===== config.mk =====
export PLATFORM = sky130hd
export DESIGN_NAME = interrupt_and_standby_control
export DESIGN_NICKNAME = d
export VERILOG_FILES = /design/src/irq_standby_pkg.sv /design/src/interrupt_and_standby_control.sv
export SDC_FILE = /design/constraint.sdc
export NUM_CORES = 1
export LEC_CHECK = 0
export ABC_AREA = 0
export ABC_CLOCK_PERIOD_IN_PS = 8350
export BUFFER_PORTS_ARGS = -buffer_cell sky130_fd_sc_hd__buf_2
export CAP_MARGIN = 20
export CORE_UTILIZATION = 48
export CTS_BUF_LIST = sky130_fd_sc_hd__clkbuf_8
export DETAILED_ROUTE_END_ITERATION = 6
export GPL_TIMING_DRIVEN = 0
export PLACE_DENSITY = 0.83
export SETUP_SLACK_MARGIN = 0.2
export SYNTH_ARGS = -nofsm -noshare
export SYNTH_HDL_FRONTEND = slang
export SYNTH_SLANG_ARGS = --single-unit

===== constraint.sdc =====
create_clock -name clk_in -period 8.35 [get_ports clk_in]
set_input_delay 1.67 -clock clk_in [delete_from_list [all_inputs] [get_ports clk_in]]
set_output_delay 1.67 -clock clk_in [all_outputs]
set_load 0.005 [all_outputs]

===== src/irq_standby_pkg.sv =====
// constants and carrier types for the interrupt and standby controller
// assumes a single 25 MHz cpu-side clock and an active-low async reset
package irq_standby_pkg;
  localparam int NUM_SRC      = 8;
  localparam int NUM_VEC      = 5;
  localparam int ADDR_W       = 13;
  // source bit positions
  localparam int SRC_TICK     = 0;
  localparam int SRC_BOTH     = 1;
  localparam int SRC_PIN_A    = 2;
  localparam int SRC_PIN_B    = 3;
  localparam int SRC_SERIAL   = 4;
  localparam int SRC_TIMER    = 5;
  localparam int SRC_KEY      = 6;
  localparam int SRC_WATCH    = 7;
  localparam logic [NUM_SRC-1:0] VECTORED_MASK = 8'h3f;
  localparam logic [NUM_SRC-1:0] WAKE_IN_STOP  = 8'hfb;
  // vector table entry addresses
  localparam logic [ADDR_W-1:0] VEC_BASE = 13'h0002;
  localparam logic [ADDR_W-1:0] VEC_LAST = 13'h000b;
  localparam logic [ADDR_W-1:0] VEC_STEP = 13'h0002;
  localparam logic [2:0] NO_LEVEL = 3'h7;
  localparam logic [1:0] KEY_W    = 2'h3;

  typedef enum logic [1:0] {
    RUN_STATE  = 2'b00,
    STOP_STATE = 2'b01,
    HALT_STATE = 2'b10
  } mode_type;

  typedef struct packed {
    logic             tick;
    logic             both_pin;
    logic             pin_a;
    logic             pin_b;
    logic             serial_done;
    logic             timer_match;
    logic             key_pin;
    logic [3:0]       key_return;
    logic             watch;
  } src_in_type;

  typedef struct packed {
    logic             main_osc_run;
    logic             cpu_clk_run;
    logic             cpu_exec;
    logic             tick_timer_run;
    logic             serial_run;
    logic             event_timer_run;
    logic             watch_run;
    logic             adc_run;
    logic             pin_a_run;
  } gate_type;
endpackage


===== src/interrupt_and_standby_control.sv =====
// interrupt arbitration, flags and standby sequencing
// assumes cpu issues one-cycle strobes and inputs from pins are async
`timescale 1ns/1ps
module interrupt_and_standby_control (
  input  wire logic                                 clk_in,
  input  wire logic                                 rst_n_in,
  input  wire irq_standby_pkg::src_in_type          src_in,
  input  wire logic [irq_standby_pkg::NUM_SRC-1:0]  source_enable_flag_in,
  input  wire logic                                 master_irq_enable_in,
  input  wire logic                                 edge_rise_a_in,
  input  wire logic                                 edge_rise_b_in,
  input  wire logic [irq_standby_pkg::NUM_SRC-1:0]  flag_clear_in,
  input  wire logic                                 ack_in,
  input  wire logic                                 return_in,
  input  wire logic                                 stop_cmd_in,
  input  wire logic                                 halt_cmd_in,
  input  wire logic                                 on_subsystem_clock_in,
  input  wire logic                                 serial_ext_clock_in,
  input  wire logic                                 timer_count_pin_sel_in,
  input  wire logic                                 watch_on_subclk_in,
  input  wire logic [irq_standby_pkg::ADDR_W-1:0]   vector_data_in,
  output logic [irq_standby_pkg::NUM_SRC-1:0]       source_request_flag_out,
  output logic                                      irq_pending_out,
  output logic [irq_standby_pkg::ADDR_W-1:0]        vector_addr_out,
  output logic [irq_standby_pkg::ADDR_W-1:0]        service_addr_out,
  output logic                                      interrupt_status_flag_out,
  output irq_standby_pkg::mode_type                 mode_out,
  output irq_standby_pkg::gate_type                 gate_out
);
  import irq_standby_pkg::*;

  typedef struct packed {
    logic [NUM_SRC-1:0] sync1;
    logic [NUM_SRC-1:0] sync2;
    logic [NUM_SRC-1:0] prev;
    logic [3:0]         key1;
    logic [3:0]         key2;
    logic [3:0]         key_prev;
    logic [NUM_SRC-1:0] flags;
    logic [2:0]         level;
    logic [2:0]         saved_level;
    logic               in_service;
    logic [ADDR_W-1:0]  vec_addr;
    logic [ADDR_W-1:0]  svc_addr;
    mode_type           mode;
  } state_type;

  state_type state_reg;
  state_type state_next;

  logic [NUM_SRC-1:0] raw_pins;
  logic [NUM_SRC-1:0] sets;
  logic [NUM_SRC-1:0] eligible;
  logic [2:0]         win_vec;
  logic               win_ok;
  logic [2:0]         win_order;
  logic [NUM_SRC-1:0] win_clear;

  assign raw_pins = {src_in.watch, src_in.key_pin, src_in.timer_match, src_in.serial_done,
                     src_in.pin_b, src_in.pin_a, src_in.both_pin, src_in.tick};

  // fixed priority, lowest vector first; test sources excluded
  always_comb begin
    eligible  = state_reg.flags & source_enable_flag_in & VECTORED_MASK;
    win_ok    = 1'b0;
    win_vec   = 3'h0;
    win_clear = '0;
    if (eligible[SRC_TICK] || eligible[SRC_BOTH]) begin
      win_ok  = 1'b1;
      win_vec = 3'h0;
      win_clear[SRC_TICK] = eligible[SRC_TICK];
      win_clear[SRC_BOTH] = eligible[SRC_BOTH] & ~eligible[SRC_TICK];
    end else if (eligible[SRC_PIN_A]) begin
      win_ok  = 1'b1;
      win_vec = 3'h1;
      win_clear[SRC_PIN_A] = 1'b1;
    end else if (eligible[SRC_PIN_B]) begin
      win_ok  = 1'b1;
      win_vec = 3'h2;
      win_clear[SRC_PIN_B] = 1'b1;
    end else if (eligible[SRC_SERIAL]) begin
      win_ok  = 1'b1;
      win_vec = 3'h3;
      win_clear[SRC_SERIAL] = 1'b1;
    end else if (eligible[SRC_TIMER]) begin
      win_ok  = 1'b1;
      win_vec = 3'h4;
      win_clear[SRC_TIMER] = 1'b1;
    end
    win_order = win_vec;
  end

  always_comb begin
    state_next = state_reg;
    // two-flop pin synchronisers
    state_next.sync1    = raw_pins;
    state_next.sync2    = state_reg.sync1;
    state_next.prev     = state_reg.sync2;
    state_next.key1     = src_in.key_return;
    state_next.key2     = state_reg.key1;
    state_next.key_prev = state_reg.key2;
    // edge events only
    sets = '0;
    sets[SRC_TICK]   = state_reg.sync2[SRC_TICK] & ~state_reg.prev[SRC_TICK];
    sets[SRC_BOTH]   = state_reg.sync2[SRC_BOTH] ^ state_reg.prev[SRC_BOTH];
    // pin a logic is stopped in standby
    sets[SRC_PIN_A]  = (state_reg.mode == RUN_STATE) &&
                       (edge_rise_a_in ? (state_reg.sync2[SRC_PIN_A] & ~state_reg.prev[SRC_PIN_A])
                                       : (~state_reg.sync2[SRC_PIN_A] & state_reg.prev[SRC_PIN_A]));
    sets[SRC_PIN_B]  = edge_rise_b_in ? (state_reg.sync2[SRC_PIN_B] & ~state_reg.prev[SRC_PIN_B])
                                      : (~state_reg.sync2[SRC_PIN_B] & state_reg.prev[SRC_PIN_B]);
    sets[SRC_SERIAL] = state_reg.sync2[SRC_SERIAL] & ~state_reg.prev[SRC_SERIAL];
    sets[SRC_TIMER]  = state_reg.sync2[SRC_TIMER] & ~state_reg.prev[SRC_TIMER];
    sets[SRC_KEY]    = (state_reg.sync2[SRC_KEY] & ~state_reg.prev[SRC_KEY]) |
                       (|(~state_reg.key2 & state_reg.key_prev));
    sets[SRC_WATCH]  = state_reg.sync2[SRC_WATCH] & ~state_reg.prev[SRC_WATCH];
    // interval timer requests are dropped in stop only; in halt without main clock just its gate is off, not its flag
    if (state_reg.mode == STOP_STATE) begin
      sets[SRC_TICK] = 1'b0;
    end
    // set wins over clear
    state_next.flags = (state_reg.flags & ~flag_clear_in) | sets;
    // acknowledge: nesting only by strictly higher priority
    if (ack_in && win_ok && master_irq_enable_in && state_reg.mode == RUN_STATE &&
        (!state_reg.in_service || win_order < state_reg.level)) begin
      state_next.flags       = ((state_reg.flags & ~flag_clear_in) & ~win_clear) | sets;
      state_next.saved_level = state_reg.level;
      state_next.level       = win_order;
      state_next.in_service  = 1'b1;
      state_next.vec_addr    = VEC_BASE + ADDR_W'(win_vec) * VEC_STEP;
    end else if (return_in) begin
      state_next.level      = state_reg.saved_level;
      state_next.in_service = (state_reg.saved_level != NO_LEVEL);
      state_next.saved_level = NO_LEVEL;
    end
    // start address read from the programmable table
    state_next.svc_addr = vector_data_in;
    // standby sequencing
    case (state_reg.mode)
      RUN_STATE: begin
        if (stop_cmd_in && !on_subsystem_clock_in) begin
          state_next.mode = STOP_STATE;
        end else if (halt_cmd_in) begin
          state_next.mode = HALT_STATE;
        end
      end
      STOP_STATE, HALT_STATE: begin
        // enabled request releases standby
        if (|(state_next.flags & source_enable_flag_in)) begin
          state_next.mode = RUN_STATE;
        end
      end
      default: state_next.mode = RUN_STATE;
    endcase
  end

  // reset clears status flag and mode
  always_ff @(posedge clk_in or negedge rst_n_in) begin
    if (!rst_n_in) begin
      state_reg             <= '0;
      state_reg.level       <= NO_LEVEL;
      state_reg.saved_level <= NO_LEVEL;
      state_reg.vec_addr    <= VEC_BASE;
      state_reg.mode        <= RUN_STATE;
    end else begin
      state_reg <= state_next;
    end
  end

  logic main_osc;
  assign main_osc = (state_reg.mode != STOP_STATE) && !on_subsystem_clock_in;

  always_comb begin
    gate_out.main_osc_run    = state_reg.mode != STOP_STATE;
    gate_out.cpu_clk_run     = state_reg.mode == RUN_STATE;
    gate_out.cpu_exec        = state_reg.mode == RUN_STATE;
    gate_out.tick_timer_run  = (state_reg.mode != STOP_STATE) && main_osc;
    gate_out.serial_run      = serial_ext_clock_in || main_osc;
    gate_out.event_timer_run = timer_count_pin_sel_in || main_osc;
    gate_out.watch_run       = (state_reg.mode != STOP_STATE) || watch_on_subclk_in;
    gate_out.adc_run         = main_osc;
    gate_out.pin_a_run       = state_reg.mode == RUN_STATE;
  end

  assign source_request_flag_out   = state_reg.flags;
  assign irq_pending_out           = win_ok && master_irq_enable_in;
  assign vector_addr_out           = state_reg.vec_addr;
  assign service_addr_out          = state_reg.svc_addr;
  assign interrupt_status_flag_out = state_reg.in_service;
  assign mode_out                  = state_reg.mode;

  chk_stop_from_sub: assert property (@(posedge clk_in) disable iff (!rst_n_in)
    (state_reg.mode == RUN_STATE && stop_cmd_in && on_subsystem_clock_in)
      |=> state_reg.mode != STOP_STATE) else $error("stop entered on subsystem clock");
  chk_test_no_vector: assert property (@(posedge clk_in) disable iff (!rst_n_in)
    (state_reg.flags & source_enable_flag_in & ~VECTORED_MASK) != '0 && eligible == '0
      |-> !win_ok) else $error("test source vectored");
  chk_ack_needs_ime: assert property (@(posedge clk_in) disable iff (!rst_n_in)
    !master_irq_enable_in && !return_in |=> $stable(state_reg.in_service))
    else $error("acknowledged without master enable");
  chk_vector_range: assert property (@(posedge clk_in) disable iff (!rst_n_in)
    vector_addr_out >= VEC_BASE && vector_addr_out < VEC_LAST)
    else $error("vector outside table");
  chk_both_edges: assert property (@(posedge clk_in) disable iff (!rst_n_in)
    (state_reg.sync2[SRC_BOTH] != state_reg.prev[SRC_BOTH]) |=> state_reg.flags[SRC_BOTH])
    else $error("both-edge pin missed");
  chk_wake_enabled: assert property (@(posedge clk_in) disable iff (!rst_n_in)
    (state_reg.mode != RUN_STATE && |(state_reg.flags & source_enable_flag_in))
      |=> state_reg.mode == RUN_STATE) else $error("standby not released");
  chk_cpu_stopped: assert property (@(posedge clk_in) disable iff (!rst_n_in)
    state_reg.mode != RUN_STATE |-> !gate_out.cpu_exec && !gate_out.cpu_clk_run)
    else $error("cpu runs in standby");
  chk_tick_priority: assert property (@(posedge clk_in) disable iff (!rst_n_in)
    eligible[SRC_TICK] |-> win_vec == 3'h0 && win_clear[SRC_TICK])
    else $error("tick lost priority");
  chk_pin_a_idle: assert property (@(posedge clk_in) disable iff (!rst_n_in)
    state_reg.mode != RUN_STATE && !flag_clear_in[SRC_PIN_A] |=> 
      state_reg.flags[SRC_PIN_A] == $past(state_reg.flags[SRC_PIN_A]))
    else $error("pin a active in standby");
endmodule // interrupt_and_standby_control


==> results.json, run 1 <==
{
  "status": "complete, no violations",
  "finalClockSkew_ns": 0.005052,
  "timing.hold.ws_ns": 0.3470,
  "design.die.area_sq_um": 6410,
  "track_usage": 0.1750,
  "hpwl_mm": 3.885,
  "holdPathEnd": "state_next[46]",
  "arrival_ns": 4.87,
  "rsz0062_at_grt": "no",
  "clkPwrFrac": 0.306,
  "vias": 2020,
  "crit_required_ns": 8.61,
  "start_kind": "primary input",
  "finalPower_w": 0.0009067,
  "worstReg2RegEnd": "vector_addr_out[3]",
  "pwr-share-comb": 0.241,
  "synth.ff_latch_count": 70,
  "drt-total-wl_mm": 5.206,
  "r2r_setup_slack_ns": 4.77,
  "num_antenna_cells": 0,
  "min_from": "state_next[50]",
  "final.setup.tns_ns": 0,
  "vias_per_cell": 4.580,
  "fmax_mhz": 217.0,
  "clock_sinks": 70,
  "cts_made_buffers": 9,
  "synth.area.top_cells": "dfrtp_1, buf_4, dfstp_2",
  "ys_top_cells_by_count": "dfrtp_1, buf_4, inv_1",
  "setup_viol": 0,
  "cts_tree": "yes",
  "syn_inst": 252,
  "p_int_w": 0.0006565,
  "finalWorstSetupSlack_ns": 3.741,
  "grt_pass1_wl_mm": 8.217,
  "syn_avg_cell_area_sq_um": 11.61,
  "grt_max_degree": 71,
  "cts.clk_slew.worst_paths_ns": 0.07,
  "cts_setup_buffers": 0,
  "r2r_cells": 12,
  "max-cap-violations": 0,
  "port_buffers": 90,
  "ctsLongestPathBuffers": 2,
  "layout.nets": 420,
  "first_iter_violations": 108,
  "seq_area_frac_synth": 0.6018,
  "worst_pin_slew_ns": 0.8263,
  "largest_reg_flops": 24,
  "reg2reg_from": "source_request_flag_out[2]",
  "drive_above_1_share": 0.4426,
  "power.density_nw_per_um2": 244.3,
  "maxSlewHeadroom": 0.4492,
  "initial_core_util": 0.4970,
  "ys_async_sr_fraction": 1.000,
  "ctsResizeCount": 0,
  "worstPathMaxFanout": 10,
  "synth_top_area_frac": 0.5389,
  "ioPinCount": 101,
  "grt_pass1_vias": 1906,
  "post-route-period-util": 0.5520,
  "die_height_um": 80.07,
  "min_path_cells": 0,
  "p_leak_nw": 1.938,
  "crit_path_end_kind": "flop",
  "area_growth_pct": 26.86,
  "cts-htree-levels": 3,
  "yosys.area.top_type": "dfrtp_1",
  "period_minus_slack_ns": 4.609,
  "antenna_found_initial": 0,
  "slew_viol_final": 0,
  "p_sw_frac": 0.2760,
  "place_ws_ns": 3.412,
  "hold_buffers": 0,
  "synth_edf_count": 0,
  "yosys_warnings": 0,
  "p_switching_w": 0.0002502,
  "first_pass_iters": 4,
  "hp-class": "reg -> reg",
  "routabilityCongestion": 0.8420,
  "rows": 28,
  "clk_latency_ns": 0.33,
  "ir_drop_mv": 0.1408,
  "wl_per_cell_um": 11.80,
  "ys_types": 47,
  "hold_violations": 0,
  "fp.dieW_um": 80.07,
  "yosys.cell_count.top_type": "dfrtp_1",
  "core_area_sq_um": 5886,
  "clockRootBuffer": "clkbuf_8",
  "gr-total-overflow": 0,
  "ant_nets": 0,
  "drc_errors": 0,
  "seqPwrFrac": 0.452,
  "critPathKind": "in -> reg",
  "ys.flop_type": "dfrtp_1",
  "syn_area_sq_um": 2925
}
stage by stage:
step / instance area [sq um] / util / cells
floorplan: 2955 / - / 260
global placement: 3500 / 0.5946 / 425
detailed placement: 3502 / 0.5950 / 425
CTS: 3711 / 0.6305 / 441
global route: 3711 / 0.6305 / 441
finish: 3711 / 0.6305 / 441
worst max-delay path: stages:
cell	delay, ns
buf_2	0.13
a222oi_1	0.56
and2_1	0.22
nor2b_1	0.26
ha_1	0.31
a21o_1	0.18
a21oi_1	0.19
a21boi_0	0.25
and3_1	0.18
clkbuf_1	0.35
clkbuf_1	0.36
nor2_1	0.07
a21oi_1	0.13
cell type report:
| cell class | count | area, sq um |
|---|---|---|
| Fill cell | 476 | 2175 |
| Timing Repair Buffer | 90 | 452.9 |
| Sequential cell | 70 | 1760 |
| Inverter | 20 | 75.07 |
| Tap cell | 75 | 93.84 |
| Buffer | 43 | 311.5 |
| Clock inverter | 5 | 57.56 |
| Clock buffer | 11 | 151.4 |
| Multi-Input combinational cell | 127 | 808.3 |
layer usage:
metal  wire length, um  up-vias  GRT usage
met5                 0        -          0
met4               149        0     0.1143
met3               301       16    0.04659
met2              2551       80     0.2752
met1              2203      901     0.2121
li1                  -     1023          -
how the worst max path moves through the flow:
stage | from | end | slack, ns | depth (start not counted)
floorplan | source_enable_flag_in[2] | vector_addr_out[3] | 4.09 | 12
global placement | source_enable_flag_in[2] | vector_addr_out[3] | 3.40 | 13
detailed placement | source_enable_flag_in[2] | vector_addr_out[3] | 3.41 | 13
CTS | source_enable_flag_in[2] | vector_addr_out[3] | 3.77 | 13
global route | source_enable_flag_in[2] | state_reg[33] | 3.43 | 13
finish | source_enable_flag_in[2] | vector_addr_out[3] | 3.74 | 13
cell usage in the layout, fill, tap and decap left out, drive strengths merged, types with 2 or more instances in the layout:
cell,count
o211ai,3
nor3,3
clkbuf,13
a21boi,4
nand2b,6
clkinvlp,2
nor3b,2
mux2i,3
nand3,3
nor2,7
inv,22
dfstp,7
nand4,2
o21ai,11
and3,6
a21oi,8
o22ai,4
xnor2,2
ha,5
a22oi,2
a221o,2
conb,9
nand2,15
buf,131
a31o,2
or2,2
and2,8
dfrtp,63
a31oi,4
power groups by stage:
stage	Combinational [W]	Sequential (W)	Clock (W)
floorplan	0.000144	0.000410	0
global placement	0.000216	0.000415	0
detailed placement	0.000221	0.000416	0
CTS	0.000221	0.000410	0.000287
global route	0.000248	0.000415	0.000299
finish	0.000219	0.000410	0.000278
cells by family (layout without fill, tap and decap cells):
group                      count (synthesis)  count (layout)  share of synthesized area
and+or+nand+nor                           58              58                     0.1061
buffers and inverters                     63             169                     0.1322
DFF                                       70              70                     0.6018
other                                      1               9                   0.001282
xor gates and xnor gates                   2               2                   0.005989
AOI/OAI and AO/OA                         49              49                     0.1172
adders and majority gates                  5               5                    0.02139
muxes                                      4               4                    0.01411
Note: power is estimated with default switching activity, not from simulation.
==> inputs of run 2 (changes only) <==
- ABC_CLOCK_PERIOD_IN_PS: 8350 -> 4000
- CORE_UTILIZATION: 48 -> 47
- PLACE_DENSITY: 0.83 -> 0.85
- clock period: 8.35 -> 4 ns (I/O delays scaled with it)
==> run 2 against run 1 <==
Clock skew increased by 0.0037 ns. Combinational power up 110%. Clock power increased by 100%. First-iteration DRC count is 19% higher. Clock-buffer cell count shrank 1. Design area is the same. Global-route usage down 0.17 points. Wire length rose by 1.2%. Worst hold slack better by 0.0028 ns. Critical path type unchanged. Critical endpoint unchanged.
==> results.json, run 2 (synthesized netlist as in run 1, its figures left out) <==
{
  "power.density_nw_per_um2": 505.2,
  "postLayoutCellArea_sq_um": 3711,
  "fillCellCount": 507,
  "design.die.area_sq_um": 6543,
  "start_kind": "primary input",
  "period_minus_slack_ns": 3.610,
  "num_antenna_cells": 0,
  "hp-class": "reg -> reg",
  "cts-htree-levels": 3,
  "worst_pin_slew_ns": 0.8267,
  "track_usage": 0.1734,
  "die_height_um": 80.89,
  "finalWorstSetupSlack_ns": 0.3904,
  "post-route-period-util": 0.9024,
  "cts.clk_slew.worst_paths_ns": 0.07,
  "max-cap-violations": 0,
  "rsz0062_at_grt": "no",
  "rows": 28,
  "ctsLongestPathBuffers": 2,
  "clkPwrFrac": 0.298,
  "min_from": "state_next[67]",
  "setup_viol": 0,
  "hold_violations": 0,
  "grt_pass1_wl_mm": 8.335,
  "startpoint": "source_enable_flag_in[2]",
  "instances_no_fill": 442,
  "p_switching_w": 0.0005208,
  "mostFrequentLayoutCells": "buf_2, dfrtp_1, buf_4",
  "vias": 2096,
  "worstPathMaxFanout": 10,
  "gr-total-overflow": 0,
  "core_area_sq_um": 5956,
  "ioPinCount": 101,
  "area_growth_pct": 26.86,
  "first_iter_violations": 128,
  "wl_met2_mm": 2.454,
  "hold_buffers": 0,
  "wl_per_cell_um": 11.92,
  "place_ws_ns": -0.1255,
  "p_sw_frac": 0.2778,
  "seqPwrFrac": 0.457,
  "clock_sinks": 70,
  "p_int_w": 0.001354,
  "pwr-share-comb": 0.245,
  "finalClockSkew_ns": 0.008790,
  "arrival_ns": 3.87,
  "crit_path_end_kind": "flop",
  "vias_per_cell": 4.742,
  "drt-met1-wl_mm": 2.153,
  "largest_reg_flops": 24,
  "grt_pass1_vias": 1964,
  "slew_viol_final": 0,
  "crit_required_ns": 4.26,
  "placed_cells": 425,
  "ir_drop_mv": 0.3134,
  "cts_made_buffers": 9,
  "cts_tree": "yes",
  "port_buffers": 90,
  "grt_max_degree": 71,
  "hpwl_mm": 3.913,
  "drc_errors": 0,
  "fmax_mhz": 277.0,
  "clk_latency_ns": 0.34,
  "routabilityCongestion": 0.8658,
  "drt-total-wl_mm": 5.267,
  "clockRootBuffer": "clkbuf_8",
  "initial_core_util": 0.4912,
  "fp.dieW_um": 80.89,
  "maxSlewHeadroom": 0.4489,
  "status": "complete, no violations",
  "met3RoutedLength_um": 491,
  "reg2reg_from": "source_request_flag_out[2]",
  "critPathKind": "in -> reg",
  "antenna_found_initial": 0,
  "dpl_cell_area_sq_um": 3502,
  "layout.nets": 421,
  "final_common_cell": "buf_2",
  "top_layer": "met4",
  "p_leak_nw": 1.942,
  "drive_above_1_share": 0.4469,
  "ant_nets": 0,
  "first_pass_iters": 4
}
run 2: changes by cell type in the layout (fill, tap and decap cells not counted):
cell      previous run  this run
clkbuf_8            11        10
clkbuf_2             0         1
clkinv_4             0         1
clkinv_2             0         1
clkbuf_1             2         1
inv_6                1         0
buf_4               41        42
run 2: final cells by class:
type | count | area (sq um) | area share
repair buffers | 91 | 460.4 | 0.1241
clock buffers | 10 | 137.6 | 0.03709
clock inverters | 6 | 62.56 | 0.01686
flip-flops and latches | 70 | 1760 | 0.4744
well taps | 75 | 93.84 | 0.02529
plain buffers | 43 | 312.8 | 0.08429
multi-input cells | 127 | 808.3 | 0.2178
inverters | 20 | 75.07 | 0.02023
run 2: final timing paths:
kind                                       end  depth (start not counted)  slack (ns)
hold reg to reg                 state_next[59]                          0        0.35
max in group asynchronous  service_addr_out[7]                          1        2.91
min in group asynchronous        state_reg[44]                          1        0.56
setup / recovery            vector_addr_out[3]                         14        0.39
hold / removal                  state_next[59]                          0        0.35
setup reg to reg            vector_addr_out[3]                         13        0.53
run 2: power groups by stage:
stage          Combinational, W  Clock, W  Sequential, W
6_report               0.000459  0.000559       0.000857
3_3_place_gp           0.000448         0       0.000866
2_1_floorplan          0.000300         0       0.000856
4_1_cts                0.000460  0.000574       0.000857
5_1_grt                0.000521  0.000604       0.000867
3_5_place_dp           0.000456         0       0.000871
run 2: per-stage QoR:
step	total power [W]	utilization	hold slack, ns	setup TNS, ns
6_report	0.001875	0.6231	0.3498	0
5_1_grt	0.001991	0.6231	0.3603	0
4_1_cts	0.001891	0.6216	0.3466	0
3_5_place_dp	0.001327	0.5880	0.3347	-0.5729
3_3_place_gp	0.001314	0.5876	0.3317	-0.2421
2_1_floorplan	0.001156	-	0.3312	0
run 2: timing repair:
action	CTS	global route
setup buffers	0	1
setup endpoints to repair	1	11
resized for setup	0	2
pin swaps	1	1
run 2: worst max-delay path, cell delays in order:
cell,delay (ns)
buf_2,0.13
a222oi_1,0.40
buf_4,0.21
and2_1,0.13
nor2b_1,0.26
ha_1,0.31
a21o_1,0.18
a21oi_1,0.16
a21boi_0,0.27
and3_1,0.19
clkbuf_1,0.37
clkbuf_2,0.29
nor2_1,0.06
a21oi_1,0.12
run 2: per-layer routing:
layer  vias up  GRT usage
met5         -          0
met4         0     0.1161
met3        18    0.04719
met2        92     0.2647
met1       962     0.2155
li1       1024          -
==> inputs of run 3 (changes only) <==
--- a/config.mk
+++ b/config.mk
@@ -10,3 +10,2 @@
 export BUFFER_PORTS_ARGS = -buffer_cell sky130_fd_sc_hd__buf_2
-export CAP_MARGIN = 20
 export CORE_UTILIZATION = 47
==> constraint.sdc (replaced) <==
create_clock -name clk_in -period 4 [get_ports clk_in]
set_input_delay 1.2 -clock clk_in [delete_from_list [all_inputs] [get_ports clk_in]]
set_output_delay 1.2 -clock clk_in [all_outputs]
set_load 0.005 [all_outputs]
==> run 3 against run 2 <==
Critical path depth fell by 1. Clock-buffer cell count did not move. Non-clock buffer count grew 1. Clock skew rose by 0.00063 ns. First-iteration DRC count up 12%. Combinational power is 2% higher. Worst hold slack is essentially flat. Design area rose by 0.30%. Setup slack worse by 0.091 ns. Via count grew 0.43%. Clock power hardly changed.
==> results.json, run 3 (synthesized netlist as in run 1, its figures left out) <==
{
  "status": "complete, no violations",
  "slowest_delay_ns": 0.31,
  "period_minus_slack_ns": 3.701,
  "multiInputGateArea_sq_um": 810.8,
  "crit_required_ns": 4.23,
  "slew_viol_final": 0,
  "mostFrequentLayoutCells": "buf_2, dfrtp_1, buf_4",
  "first_iter_violations": 143,
  "ir_drop_mv": 0.3149,
  "worst_pin_slew_ns": 0.8291,
  "rows": 28,
  "final-seq-area_sq_um": 1760,
  "dpl_cell_area_sq_um": 3502,
  "arrival_ns": 3.93,
  "hp-class": "reg -> reg",
  "num_antenna_cells": 0,
  "instances_no_fill": 443,
  "layout.nets": 422,
  "ant_nets": 0,
  "grt_pass1_wl_mm": 8.424,
  "wl_per_cell_um": 12.12,
  "hold_buffers": 0,
  "drive_above_1_share": 0.4538,
  "largest_reg_flops": 24,
  "gr-total-overflow": 0,
  "area_growth_pct": 27.25,
  "cts_made_buffers": 9,
  "antenna_found_initial": 0,
  "p_leak_nw": 1.950,
  "post-route-period-util": 0.9253,
  "cts_tree": "yes",
  "core_area_sq_um": 5956,
  "crit_chain": "buf_2 > a222oi_1 > buf_4 > and2_1 > nor2b_2 > ha_1 > a21o_1 > a21oi_1 > a21boi_0 > a31oi_1 > a311oi_2 > a31oi_1 > a211o_1",
  "hold_violations": 0,
  "die_height_um": 80.89,
  "p_switching_w": 0.0005248,
  "clockRootBuffer": "clkbuf_8",
  "max-cap-violations": 0,
  "design.die.area_sq_um": 6543,
  "drc_errors": 0,
  "drt-total-wl_mm": 5.371,
  "p_int_w": 0.001358,
  "hpwl_mm": 3.913,
  "power.density_nw_per_um2": 505.9,
  "worstPathMaxFanout": 5,
  "vias": 2105,
  "ioPinCount": 101,
  "crit_path_end_kind": "flop",
  "start_kind": "primary input",
  "path_common_cell": "a31oi_1",
  "cts.clk_slew.worst_paths_ns": 0.07,
  "setup_viol": 0,
  "seqPwrFrac": 0.455,
  "clk_latency_ns": 0.34,
  "finalClockSkew_ns": 0.009423,
  "fillCellCount": 503,
  "cts-htree-levels": 3,
  "finalCoreUtilization": 0.6250,
  "port_buffers": 90,
  "track_usage": 0.1748,
  "final_common_cell": "buf_2",
  "ctsLongestPathBuffers": 2,
  "postLayoutCellArea_sq_um": 3722,
  "fp.dieW_um": 80.89,
  "initial_core_util": 0.4912,
  "first_pass_iters": 4,
  "maxSlewHeadroom": 0.4473,
  "crit_slowest_cell": "a222oi_1",
  "rsz0062_at_grt": "no",
  "p_sw_frac": 0.2787,
  "pwr-share-comb": 0.248,
  "critPathKind": "in -> reg",
  "clkPwrFrac": 0.297,
  "grt_pass1_vias": 1987,
  "grt_max_degree": 71,
  "clock_sinks": 70,
  "fmax_mhz": 270.2,
  "routabilityCongestion": 0.8658,
  "placed_cells": 425,
  "vias_per_cell": 4.752,
  "final.setup.tns_ns": 0
}
run 3: changes by cell type in the layout (fill, tap and decap cells not counted):
cell,previous run,this run
buf_4,42,43
nor2b_2,0,1
clkbuf_1,1,0
clkbuf_2,1,2
nor2b_1,1,0
run 3: power groups by stage:
stage | Combinational (W) | Sequential [W] | Clock (W)
after floorplan | 0.000300 | 0.000856 | 0
after global placement | 0.000448 | 0.000866 | 0
after detailed placement | 0.000456 | 0.000871 | 0
after CTS | 0.000467 | 0.000857 | 0.000574
after global routing | 0.000526 | 0.000867 | 0.000603
final | 0.000467 | 0.000856 | 0.000560
run 3: repair_timing:
| action | in CTS | in global routing |
|---|---|---|
| pin swaps | 1 | 1 |
| gates resized for setup | 1 | 3 |
| buffers inserted | 2 | 0 |
| endpoints found under the setup margin | 15 | 10 |
run 3: final timing paths:
path / slack (ns) / end / startpoint / depth (start not counted)
setup / recovery: 0.30 / mode_out[0] / source_enable_flag_in[2] / 13
hold / removal: 0.35 / state_next[59] / state_next[67] / 0
setup reg to reg: 0.80 / mode_out[0] / source_request_flag_out[2] / 12
hold reg to reg: 0.35 / state_next[59] / state_next[67] / 0
max in group asynchronous: 2.50 / state_next[60] / rst_n_in / 1
min in group asynchronous: 0.96 / state_reg[44] / rst_n_in / 1
run 3: critical path, delay by kind of cell:
family                   cells  cell delay [ns]
AO/OA/AOI/OAI                8             1.74
AND/OR/NAND/NOR              2             0.38
buffers and inverters        2             0.31
adder cells (fa/ha/maj)      1             0.29
run 3: per-layer routing:
metal	vias up	global-route usage	routed length, um
met2	101	0.2714	2538
met1	965	0.2163	2209
li1	1025	-	-
met3	14	0.04719	496
met4	0	0.1107	126
met5	-	0	0
run 3: cell type report:
class                      count  share of cell area
sequential                    70              0.4729
multi-input combinational    127              0.2178
timing repair buffer          92              0.1257
buffer                        43             0.08437
clock buffer                  10             0.03697
tap                           75             0.02521
inverter                      20             0.02017
clock inverter                 6             0.01681
run 3: through the flow:
stage / hold slack (ns) / total power [W] / setup WS, ns
final: 0.3498 / 0.001883 / 0.2989
after global routing: 0.3603 / 0.001996 / 0.1611
after floorplan: 0.3312 / 0.001156 / 0.2124
after detailed placement: 0.3347 / 0.001327 / -0.5255
after global placement: 0.3317 / 0.001314 / -0.4743
after CTS: 0.3466 / 0.001899 / 0.2171
